===== config.mk =====
export PLATFORM = sky130hd
export DESIGN_NAME = srs_top
export DESIGN_NICKNAME = d
export VERILOG_FILES = /design/src/design/srs_pkg.sv /design/src/design/srs_top.sv
export SDC_FILE = /design/constraint.sdc
export NUM_CORES = 1
export LEC_CHECK = 0
export BUFFER_PORTS_ARGS = -buffer_cell sky130_fd_sc_hd__buf_2
export CAP_MARGIN = 20
export CORE_ASPECT_RATIO = 0.9
export CORE_MARGIN = 2
export CORE_UTILIZATION = 45
export DETAILED_ROUTE_END_ITERATION = 10
export PLACE_DENSITY = 0.86
export RECOVER_POWER = 50
export SLEW_MARGIN = 15
export SYNTH_ARGS = -nofsm -noshare
export SYNTH_HDL_FRONTEND = slang
export SYNTH_SLANG_ARGS = --single-unit

===== constraint.sdc =====
create_clock -name pclk -period 3.3 [get_ports pclk]
set_clock_uncertainty 0.2 [all_clocks]
set_input_delay 0.99 -clock pclk [delete_from_list [all_inputs] [get_ports pclk]]
set_output_delay 0.99 -clock pclk [all_outputs]
set_load 0.01 [all_outputs]

===== src/design/srs_pkg.sv =====
/*
  Shared constants for the station reset and selection block: register
  offsets, field positions, reset values and the reset stretch count.
  Assumes a 32-bit APB register bus and a single board clock.
*/
package srs_pkg;

  // Board clock rate in MHz.
  localparam int unsigned CLK_MHZ        = 125;

  // Register byte offsets.
  localparam logic [7:0]  ADDR_PORT_OFS  = 8'h00;
  localparam logic [7:0]  SOFT_RST_OFS   = 8'h04;
  localparam logic [7:0]  STATUS_OFS     = 8'h08;
  localparam logic [7:0]  CONFIG_OFS     = 8'h0c;

  // Selection byte fields.
  localparam int unsigned STATION_LSB    = 0;
  localparam int unsigned STATION_W      = 5;
  localparam int unsigned FIRST_SEL_BIT  = 5;
  localparam int unsigned SECOND_SEL_BIT = 6;
  localparam int unsigned BROADCAST_BIT  = 7;
  localparam logic [7:0]  ADDR_PORT_RST  = 8'h00;

  // Station address that doubles as the reset address.
  localparam logic [4:0]  RESET_STATION  = 5'h1f;

  // Software reset command strobe bit.
  localparam int unsigned SOFT_GO_BIT    = 0;

  // Status register fields.
  localparam int unsigned ST_RESET_BIT   = 0;
  localparam int unsigned ST_SELECT_BIT  = 1;
  localparam int unsigned ST_BUTTON_BIT  = 2;
  localparam int unsigned ST_REQUEST_BIT = 3;
  localparam int unsigned ST_JUMPER_LSB  = 4;

  // Config register fields.
  localparam int unsigned CF_STATION_LSB = 0;
  localparam int unsigned CF_SINGLE_BIT  = 5;

  // Cycles the station reset is held after the request goes away.
  localparam logic [1:0]  STRETCH_CYCLES = 2'd2;

  // Reset source jumper positions.
  typedef enum logic [1:0] {
    SRS_SRC_NONE,
    SRS_SRC_PIN,
    SRS_SRC_ADDR31
  } srs_src_t;

endpackage : srs_pkg


===== src/design/srs_top.sv =====
/*
  Station reset and selection glue: combines the reset sources under the
  reset source jumper, stretches the station reset, decodes the address
  port into controller selects, issues the software reset command and
  routes the shared interrupt lines to the host.
  Assumes all pins are asynchronous to pclk and an APB master on pclk.
*/

module srs_top (
  input  wire logic        pclk,
  input  wire logic        presetn,
  input  wire logic        psel,
  input  wire logic        penable,
  input  wire logic        pwrite,
  input  wire logic [7:0]  paddr,
  input  wire logic [31:0] pwdata,
  output logic      [31:0] prdata,
  output logic             pready,
  output logic             pslverr,
  input  wire logic        reset_pushbutton,
  input  wire logic        reset_request_pin,
  input  wire logic [1:0]  reset_source_jumper,
  input  wire logic [4:0]  address_jumper_strip,
  input  wire logic        single_station_jumper,
  input  wire logic        low_interrupt_line,
  input  wire logic        high_interrupt_line,
  output logic             station_reset,
  output logic             first_controller_select,
  output logic             second_controller_select,
  output logic             broadcast_select,
  output logic             response_enable,
  output logic             response_from_second,
  output logic             first_controller_soft_reset,
  output logic             second_controller_soft_reset,
  output logic             decoder_soft_reset,
  output logic             low_irq_event,
  output logic             high_irq_event,
  output logic             host_low_irq,
  output logic             host_high_irq
);

  localparam int unsigned SYNC_W = 12;

  // Pushbutton, request pin, jumper pair, strip, single jumper, two irqs.
  logic [SYNC_W-1:0]  pins_raw;
  logic [SYNC_W-1:0]  sync1_r;
  logic [SYNC_W-1:0]  sync2_r;
  logic               button_s;
  logic               request_s;
  logic [1:0]         jumper_s;
  logic [4:0]         strip_s;
  logic               single_s;
  logic               irq_low_s;
  logic               irq_high_s;
  logic               irq_low_d_r;
  logic               irq_high_d_r;

  logic [7:0]         addr_port_r;
  logic               hw_request;
  logic               station_match;
  logic               selected;
  logic               first_exec;
  logic               second_exec;
  logic [1:0]         stretch_r;
  srs_pkg::srs_src_t  src;

  typedef enum logic [1:0] {
    SRS_RUN,
    SRS_HOLD,
    SRS_STRETCH
  } srs_state_t;
  srs_state_t         state_r;

  logic               access;
  logic               wr_fire;
  logic               soft_go;

  logic [31:0]        prdata_r;
  logic               pready_r;
  logic               pslverr_r;
  logic               station_reset_r;
  logic               first_sel_r;
  logic               second_sel_r;
  logic               broadcast_r;
  logic               resp_en_r;
  logic               resp_second_r;
  logic               first_soft_r;
  logic               second_soft_r;
  logic               decoder_soft_r;
  logic               low_evt_r;
  logic               high_evt_r;
  logic               host_low_r;
  logic               host_high_r;

  // True when the offset names one of the four registers.
  function automatic logic srs_mapped(input logic [7:0] ofs);
    srs_mapped = (ofs == srs_pkg::ADDR_PORT_OFS) || (ofs == srs_pkg::SOFT_RST_OFS) ||
                 (ofs == srs_pkg::STATUS_OFS) || (ofs == srs_pkg::CONFIG_OFS);
  endfunction : srs_mapped

  // Both jumper positions fitted at once is treated as no source, the safe side.
  function automatic srs_pkg::srs_src_t srs_src_decode(input logic [1:0] jp);
    case (jp)
      2'b01:   srs_src_decode = srs_pkg::SRS_SRC_PIN;
      2'b10:   srs_src_decode = srs_pkg::SRS_SRC_ADDR31;
      default: srs_src_decode = srs_pkg::SRS_SRC_NONE;
    endcase
  endfunction : srs_src_decode

  assign pins_raw = {high_interrupt_line, low_interrupt_line, single_station_jumper,
                     address_jumper_strip, reset_source_jumper, reset_request_pin,
                     reset_pushbutton};

  // Two flops per pin; only the second stage is read by any logic.
  genvar gi;
  generate
    for (gi = 0; gi < SYNC_W; gi++)
    begin : g_sync
      always_ff @(posedge pclk or negedge presetn)
      begin
        if (!presetn)
        begin
          sync1_r[gi] <= 1'b0;
          sync2_r[gi] <= 1'b0;
        end
        else
        begin
          sync1_r[gi] <= pins_raw[gi];
          sync2_r[gi] <= sync1_r[gi];
        end
      end
    end
  endgenerate

  assign button_s   = sync2_r[0];
  assign request_s  = sync2_r[1];
  assign jumper_s   = sync2_r[3:2];
  assign strip_s    = sync2_r[8:4];
  assign single_s   = sync2_r[9];
  assign irq_low_s  = sync2_r[10];
  assign irq_high_s = sync2_r[11];

  // Request sources gated by the jumper; the pushbutton always resets.
  always_comb
  begin
    src        = srs_src_decode(jumper_s);
    hw_request = button_s;
    case (src)
      srs_pkg::SRS_SRC_PIN:    hw_request = button_s | request_s;
      srs_pkg::SRS_SRC_ADDR31: hw_request = button_s |
        (addr_port_r[srs_pkg::STATION_LSB +: srs_pkg::STATION_W] == srs_pkg::RESET_STATION);
      default:                 hw_request = button_s;
    endcase
  end

  // Reset sequencer: hold while requested, then stretch a fixed count.
  always_ff @(posedge pclk or negedge presetn)
  begin
    if (!presetn)
    begin
      state_r   <= SRS_HOLD;
      stretch_r <= srs_pkg::STRETCH_CYCLES;
    end
    else
    begin
      case (state_r)
        SRS_RUN:
        begin
          if (hw_request)
            state_r <= SRS_HOLD;
        end
        SRS_HOLD:
        begin
          stretch_r <= srs_pkg::STRETCH_CYCLES;
          if (!hw_request)
            state_r <= SRS_STRETCH;
        end
        SRS_STRETCH:
        begin
          if (hw_request)
            state_r <= SRS_HOLD;
          else if (stretch_r == 2'd1)
            state_r <= SRS_RUN;
          else
            stretch_r <= stretch_r - 2'd1;
        end
        default: state_r <= SRS_HOLD;
      endcase
    end
  end

  // Reset is visible the cycle after the request is seen and through the stretch.
  always_ff @(posedge pclk or negedge presetn)
  begin
    if (!presetn)
      station_reset_r <= 1'b1;
    else
      station_reset_r <= hw_request || (state_r == SRS_HOLD) ||
                         (state_r == SRS_STRETCH && stretch_r != 2'd1);
  end

  // APB slave: pready rises one cycle after setup, so every access takes two cycles.
  assign access  = psel && penable && pready_r;
  assign wr_fire = access && pwrite && srs_mapped(paddr);
  assign soft_go = wr_fire && (paddr == srs_pkg::SOFT_RST_OFS) && pwdata[srs_pkg::SOFT_GO_BIT];

  always_ff @(posedge pclk or negedge presetn)
  begin
    if (!presetn)
    begin
      pready_r  <= 1'b0;
      pslverr_r <= 1'b0;
      prdata_r  <= 32'h0000_0000;
    end
    else
    begin
      pready_r  <= psel && !penable;
      pslverr_r <= psel && !penable && !srs_mapped(paddr);
      prdata_r  <= 32'h0000_0000;
      if (psel && !penable && !pwrite)
      begin
        case (paddr)
          srs_pkg::ADDR_PORT_OFS: prdata_r[7:0] <= addr_port_r;
          srs_pkg::STATUS_OFS:
          begin
            prdata_r[srs_pkg::ST_RESET_BIT]        <= station_reset_r;
            prdata_r[srs_pkg::ST_SELECT_BIT]       <= selected;
            prdata_r[srs_pkg::ST_BUTTON_BIT]       <= button_s;
            prdata_r[srs_pkg::ST_REQUEST_BIT]      <= request_s;
            prdata_r[srs_pkg::ST_JUMPER_LSB +: 2]  <= jumper_s;
          end
          srs_pkg::CONFIG_OFS:
          begin
            prdata_r[srs_pkg::CF_STATION_LSB +: 5] <= strip_s;
            prdata_r[srs_pkg::CF_SINGLE_BIT]       <= single_s;
          end
          default: prdata_r <= 32'h0000_0000;
        endcase
      end
    end
  end

  // Address port: cleared by any station reset and by the soft command, as decoders restart at 0.
  always_ff @(posedge pclk or negedge presetn)
  begin
    if (!presetn)
      addr_port_r <= srs_pkg::ADDR_PORT_RST;
    else if (station_reset_r || soft_go)
      addr_port_r <= srs_pkg::ADDR_PORT_RST;
    else if (wr_fire && paddr == srs_pkg::ADDR_PORT_OFS)
      addr_port_r <= pwdata[7:0];
  end

  // Station match: the single-station jumper bypasses the address compare.
  assign station_match = single_s ||
    (addr_port_r[srs_pkg::STATION_LSB +: srs_pkg::STATION_W] == strip_s);
  assign selected      = station_match && !station_reset_r;
  // Broadcast makes every station execute, but only the selected one answers.
  assign first_exec    = addr_port_r[srs_pkg::FIRST_SEL_BIT] &&
    (selected || (addr_port_r[srs_pkg::BROADCAST_BIT] && !station_reset_r));
  assign second_exec   = addr_port_r[srs_pkg::SECOND_SEL_BIT] &&
    (selected || (addr_port_r[srs_pkg::BROADCAST_BIT] && !station_reset_r));

  // Registered selects; with a zero port neither controller is enabled.
  always_ff @(posedge pclk or negedge presetn)
  begin
    if (!presetn)
    begin
      first_sel_r   <= 1'b0;
      second_sel_r  <= 1'b0;
      broadcast_r   <= 1'b0;
      resp_en_r     <= 1'b0;
      resp_second_r <= 1'b0;
    end
    else
    begin
      first_sel_r   <= first_exec;
      second_sel_r  <= second_exec;
      broadcast_r   <= addr_port_r[srs_pkg::BROADCAST_BIT] && !station_reset_r;
      resp_en_r     <= selected && (addr_port_r[srs_pkg::FIRST_SEL_BIT] || addr_port_r[srs_pkg::SECOND_SEL_BIT]);
      resp_second_r <= addr_port_r[srs_pkg::SECOND_SEL_BIT] && !addr_port_r[srs_pkg::FIRST_SEL_BIT];
    end
  end

  // Soft reset reaches only executing controllers; the decoder is reset on every command.
  always_ff @(posedge pclk or negedge presetn)
  begin
    if (!presetn)
    begin
      first_soft_r   <= 1'b0;
      second_soft_r  <= 1'b0;
      decoder_soft_r <= 1'b0;
    end
    else
    begin
      first_soft_r   <= soft_go && first_exec;
      second_soft_r  <= soft_go && second_exec;
      decoder_soft_r <= soft_go;
    end
  end

  // Rising edges on the shared lines only; a held level raises one event.
  always_ff @(posedge pclk or negedge presetn)
  begin
    if (!presetn)
    begin
      irq_low_d_r  <= 1'b0;
      irq_high_d_r <= 1'b0;
      low_evt_r    <= 1'b0;
      high_evt_r   <= 1'b0;
      host_low_r   <= 1'b0;
      host_high_r  <= 1'b0;
    end
    else
    begin
      irq_low_d_r  <= irq_low_s;
      irq_high_d_r <= irq_high_s;
      low_evt_r    <= irq_low_s && !irq_low_d_r;
      high_evt_r   <= irq_high_s && !irq_high_d_r;
      host_low_r   <= irq_low_s && !irq_low_d_r && selected;
      host_high_r  <= irq_high_s && !irq_high_d_r && selected;
    end
  end

  assign prdata                       = prdata_r;
  assign pready                       = pready_r;
  assign pslverr                      = pslverr_r;
  assign station_reset                = station_reset_r;
  assign first_controller_select      = first_sel_r;
  assign second_controller_select     = second_sel_r;
  assign broadcast_select             = broadcast_r;
  assign response_enable              = resp_en_r;
  assign response_from_second         = resp_second_r;
  assign first_controller_soft_reset  = first_soft_r;
  assign second_controller_soft_reset = second_soft_r;
  assign decoder_soft_reset           = decoder_soft_r;
  assign low_irq_event                = low_evt_r;
  assign high_irq_event               = high_evt_r;
  assign host_low_irq                 = host_low_r;
  assign host_high_irq                = host_high_r;

endmodule : srs_top


==> results of run 1 <==
-- how the worst min path moves through the flow --
stage | endpoint | slack [ns] | cells past startpoint
2_1_floorplan | button_s$_DFF_PN0_ | 0.13 | 0
3_3_place_gp | irq_high_s$_DFF_PN0_ | 0.13 | 0
3_5_place_dp | strip_s[0]$_DFF_PN0_ | 0.14 | 0
4_1_cts | strip_s[0]$_DFF_PN0_ | 0.15 | 0
5_1_grt | single_s$_DFF_PN0_ | 0.16 | 0
6_report | single_s$_DFF_PN0_ | 0.15 | 0
-- where the power goes --
| group | internal, mW | switching [mW] |
|---|---|---|
| combinational | 0.0391 | 0.0707 |
| clock | 0.350 | 0.289 |
| sequential | 0.775 | 0.0156 |
| total | 1.16 | 0.375 |
-- cells in the mapped netlist (2+ instances only) --
library cell / n
nand4_1: 2
nand2_1: 4
and4_1: 2
a211oi_1: 3
inv_1: 11
nand3_1: 10
nor2_1: 16
ha_1: 2
nor3_1: 2
buf_4: 25
and2_1: 2
xor2_1: 5
dfstp_2: 3
mux2i_1: 5
dfrtp_1: 58
nor4b_1: 2
nor3b_1: 2
nand2b_1: 2
o21ai_0: 9
nor2b_1: 6
a21oi_1: 16
-- per-stage QoR --
step	area [µm²]	setup slack, ns	utilization [%]	hold WS [ns]
after floorplan	2580	1.10	-	0.131
after global placement	2750	0.830	51.9	0.133
after detailed placement	2750	0.772	51.9	0.136
after CTS	2940	1.01	55.7	0.151
after global routing	2940	0.549	55.6	0.159
final	2940	0.907	55.6	0.148
-- registers in the layout (all words and copies together), names as in the netlist, 2 cells and up --
register	cells
addr_port_r	8
jumper_s	2
prdata	8
state_r	2
stretch_r	2
strip_s	5
sync1_r	12
-- cell type report --
class / instances / area share [%]
clock buffers: 9 / 4.22
multi-input cells: 129 / 27.2
well taps: 67 / 2.85
flip-flops and latches: 61 / 52.1
inverters: 11 / 1.41
clock inverters: 7 / 2.56
repair buffers: 57 / 9.67
-- kinds of logic (layout without fill, tap and decap cells) --
| family | count (synthesis) | in the layout | share of synthesized area [%] |
|---|---|---|---|
| compound gates | 38 | 38 | 10.4 |
| simple gates | 55 | 55 | 13.3 |
| other cells | 1 | 24 | 0.150 |
| buf+inv | 38 | 84 | 9.99 |
| fa+ha+maj | 2 | 2 | 1.00 |
| mux | 5 | 5 | 2.01 |
| flops | 61 | 61 | 61.4 |
| xor+xnor | 5 | 5 | 1.76 |
-- routing by layer --
| layer | vias to the layer above | part of all wire, % |
|---|---|---|
| met1 | 779 | 42 |
| met3 | 11 | 8.1 |
| met4 | 0 | 2.2 |
| li1 | 791 | - |
| met5 | - | 0 |
| met2 | 74 | 48 |
==> impl_metrics.toml, run 1 <==
[layout]
insertedDiodeCount = 0
multi_input_area_um2 = 800
syn_to_final_growth_pct = 17.9
fillCellCount = 442
seqCellArea_um2 = 1530
final_common_cell = "dfrtp_1"
mostFrequentLayoutCells = "58 x dfrtp_1, 53 x buf_2, 24 x conb_1"
nets = 328
layout.cells.non_filler = 341
layout-drive-gt1-share_pct = 29.2

[logic_synthesis]
synth_edf_count = 0
ys_types = 39
yosys_warnings = 0
avgSynthCellArea_um2 = 12.2
synth_ff_type = "dfrtp_1"
synth-seq-cells = 61
synth.largest_area_cell = "dfrtp_1"
postSynth.asyncResetShare_pct = 100
yosysSeqAreaShare_pct = 61.4
netlist_top_cells_area = "dfrtp_1 58%, buf_4 7.5%, a21oi_1 3.2%, dfstp_2 3.2%, nor2_1 2.4%"
syn_inst = 205
synth_area_um2 = 2490
synth_top_area_share_pct = 58.2

[sta]
slew-limit-headroom_pct = 28.6
setup_viol = 0
period_needed_ns = 2.39
clock.fmax_ghz = 0.418
finalHoldViolCount = 0
period_share_pct = 72.5
slew_viol_final = 0
finalSetupTns_ns = 0
rsz0062_at_grt = "no"
max_slew.worst_pin.slew_ns = 1.07

[critical_path]
crit_required_ns = 3.40
crit_path_end = "pready$_DFF_PN0_"
r2r-end = "stretch_r[0]$_DFFE_PN0P_"
cpMostUsedCell = "clkbuf_1"
path_cells = "clkbuf_1 > clkbuf_1"
crit_path_max_fanout = 21
cp_num_buf_inv = 2
cp-start-kind = "input pin"
ff2ff_setup_slack_ns = 1.39
arrival_ns = 2.50
slowest_delay_ns = 0.87
crit_slowest_cell = "clkbuf_1"
path_depth = 2
r2r-start = "jumper_s[0]$_DFF_PN0_"
end_kind = "async pin"
reg2reg_depth = 6
startpoint = "presetn"
critPathTopFamily = "buffers and inverters"
crit_type = "in2async"

[status]
status = "finished, final reports clean"

[placement]
place_congestion = 0.851
dp_hpwl_um = 3420
dp_cells = 325
numPortBuffers = 55

[clock_network]
numClockSinks = 61
clockBufferDepth = 2
cts_buffers = 9
cts_root_buffer = "clkbuf_8"
cts_tree = "built"
post_cts_resized = 0
post_cts_buffers = 0
hold_buffers = 0
clk_pin_slew_worst_paths_ns = 0.07
clock_latency_ns = 0.34
h-tree-depth = 3

[worst_hold_path]
holdCritStartpoint = "sync1_r[9]$_DFF_PN0_"
holdCritPathClass = "reg2reg"

[grt]
grt_usage_pct = 16.8
grt.met1_usage_pct = 19.4
antenna_found_initial = 0
grt_start_max_net_pins = 25
met3_usage_pct = 6.92
grt_use_met2_pct = 26.3
grt_pass1_vias = 1619
grt_pass1_wl_um = 7290
top_usage_layer = "met2"
gr-total-overflow = 0

[drt]
viasPerCell = 4.85
drc = 0
routed_wirelength_um = 4500
wl_per_cell_um = 13.2
firstDrtPassIters = 4
drt_iter0_markers = 91
ant_nets = 0
vias = 1655

[floorplanning]
core_um2 = 5290
die_h_um = 74.6
initial_utilization_pct = 47.1
die_area_um2 = 6150
die_w_um = 82.4
core.rowCount = 25
boundaryPins = 104

[power_and_ir_drop]
power_per_cell_area_nw_per_um2 = 524
leakagePower_nw = 1.46
total_power_mw = 1.54
irDropWorstVdd_v = 0.000233

[flow_run]
drv_cap = 0
(Power assumes the default switching activity.)
==> run 2: changes to the inputs <==
--- a/config.mk
+++ b/config.mk
@@ -9,7 +9,7 @@
 export CAP_MARGIN = 20
 export CORE_ASPECT_RATIO = 0.9
 export CORE_MARGIN = 2
-export CORE_UTILIZATION = 45
+export CORE_UTILIZATION = 43
 export DETAILED_ROUTE_END_ITERATION = 10
 export PLACE_DENSITY = 0.86
 export RECOVER_POWER = 50
==> constraint.sdc (replaced) <==
create_clock -name pclk -period 2.2 [get_ports pclk]
set_clock_uncertainty 0.2 [all_clocks]
set_input_delay 0.66 -clock pclk [delete_from_list [all_inputs] [get_ports pclk]]
set_output_delay 0.66 -clock pclk [all_outputs]
set_load 0.01 [all_outputs]
==> impl_metrics.toml, run 2 (same netlist as run 1, synthesis figures left out) <==
[flow_run]
drv_cap = 0

[sta]
slew_viol_final = 0
setup_viol = 0
period_share_pct = 89.1
slew-limit-headroom_pct = 5.54
rsz0062_at_grt = "no"
finalHoldViolCount = 0
finalSetupTns_ns = 0
max_slew.worst_pin.slew_ns = 1.42
clock.fmax_ghz = 0.510
period_needed_ns = 1.96

[floorplanning]
core_um2 = 5630
die_h_um = 76.2
initial_utilization_pct = 44.3
die_w_um = 84.3
boundaryPins = 104
die_area_um2 = 6420
core.rowCount = 26

[layout]
fillCellCount = 490
regMostFlops = "sync1_r"
nets = 329
seqCellArea_um2 = 1530
insertedDiodeCount = 0
syn_to_final_growth_pct = 17.7
layout-drive-gt1-share_pct = 30.3
final_common_cell = "dfrtp_1"
layout.cells.non_filler = 344
largest_register_ffs = 12
mostFrequentLayoutCells = "58 x dfrtp_1, 55 x buf_2, 24 x conb_1"
multi_input_area_um2 = 800

[critical_path]
crit_path_max_fanout = 6
end_kind = "register"
path_cells = "ha_1 > nor2b_1 > a311oi_4 > a31oi_1 > a211o_1"
crit_type = "reg2reg"
slowest_delay_ns = 0.39
arrival_ns = 1.97
cp-start-kind = "register"
crit_slowest_cell = "dfrtp_1"
crit_required_ns = 2.22

[grt]
grt_pass1_wl_um = 7340
antenna_found_initial = 0
grt_usage_pct = 15.2
grt_pass1_vias = 1612
grt_start_max_net_pins = 62
gr-total-overflow = 0

[drt]
wl_per_cell_um = 13.3
viasPerCell = 4.87
routed_wirelength_um = 4590
vias = 1675
drt_iter0_markers = 136
firstDrtPassIters = 6
drc = 0
ant_nets = 0

[clock_network]
post_cts_buffers = 0
clock_latency_ns = 0.33
post_cts_resized = 0
numClockSinks = 61
clockBufferDepth = 2
clk_pin_slew_worst_paths_ns = 0.06
h-tree-depth = 3
cts_tree = "built"
hold_buffers = 0
cts_root_buffer = "clkbuf_8"
cts_buffers = 9

[power_and_ir_drop]
cellInternalPower_mw = 1.73
leakagePower_nw = 1.48
pwr-share-clk_pct = 40.2
power_per_cell_area_nw_per_um2 = 771
p_sw_share_pct = 23.4
p_switching_uw = 528
p_seq_share_pct = 52.5
total_power_mw = 2.26
irDropWorstVdd_v = 0.000490
power_frac_comb_pct = 7.3

[placement]
numPortBuffers = 55
dp_cells = 329
place_congestion = 0.849
dp_hpwl_um = 3280

[status]
status = "finished, final reports clean"

[worst_hold_path]
holdCritPathClass = "reg2reg"
[run 2: cell count changes in the layout (fill, tap and decap cells not counted), moves of 2 or more]
cell        change
buf_2           +2
clkbuf_1        -2
clkinv_2        +2
clkinvlp_4      -2
[run 2: layout make-up]
| cell class | count | share of cell area [%] |
|---|---|---|
| clock buffers | 10 | 4.35 |
| clock inverters | 5 | 1.79 |
| inverters | 11 | 1.41 |
| multi-input cells | 129 | 27.2 |
| flip-flops and latches | 61 | 52.2 |
| well taps | 70 | 2.99 |
| repair buffers | 58 | 10.1 |
[run 2: final timing paths]
check / endpoint / cells past startpoint / slack (ns) / startpoint
min reg2reg: irq_low_s$_DFF_PN0_ / 0 / 0.15 / sync1_r[10]$_DFF_PN0_
max reg2reg: stretch_r[0]$_DFFE_PN0P_ / 5 / 0.24 / jumper_s[1]$_DFF_PN0_
max in group asynchronous: prdata[5]$_DFF_PN0_ / 2 / 0.41 / presetn
min in group asynchronous: sync1_r[1]$_DFF_PN0_ / 2 / 0.55 / presetn
min: irq_low_s$_DFF_PN0_ / 0 / 0.15 / sync1_r[10]$_DFF_PN0_
max: stretch_r[0]$_DFFE_PN0P_ / 5 / 0.24 / jumper_s[1]$_DFF_PN0_
[run 2: critical path, delay by kind of cell, from the launching register on]
family          cells  cell delay [ns]
compound gates      3             0.88
fa+ha+maj           1             0.30
flops               1             0.39
simple gates        1             0.07
[run 2: metrics by stage]
| step | hold WS (ns) | setup WS [ns] | utilization, % | instance area (µm²) |
|---|---|---|---|---|
| floorplan | 0.131 | 0.327 | - | 2580 |
| global placement | 0.134 | 0.102 | 49.2 | 2770 |
| detailed placement | 0.135 | 0.0259 | 49.2 | 2770 |
| CTS | 0.125 | 0.246 | 52.4 | 2950 |
| global route | 0.157 | 0.0998 | 52.1 | 2930 |
| finish | 0.147 | 0.240 | 52.1 | 2930 |
[run 2: power groups by stage]
stage / clock, mW / combinational, mW / sequential [mW]
detailed placement: 0 / 0.169 / 1.21
floorplan: 0 / 0.117 / 1.20
CTS: 0.931 / 0.170 / 1.19
finish: 0.908 / 0.165 / 1.19
global placement: 0 / 0.163 / 1.20
global route: 1.00 / 0.184 / 1.19
[run 2: per-layer routing]
| layer | global-route usage (%) | routed length, µm | up-vias |
|---|---|---|---|
| met5 | 0 | 0 | - |
| met4 | 9.03 | 74 | 0 |
| met3 | 7.15 | 468 | 7 |
| met2 | 22.0 | 2150 | 84 |
| met1 | 18.6 | 1890 | 800 |
| li1 | - | - | 784 |
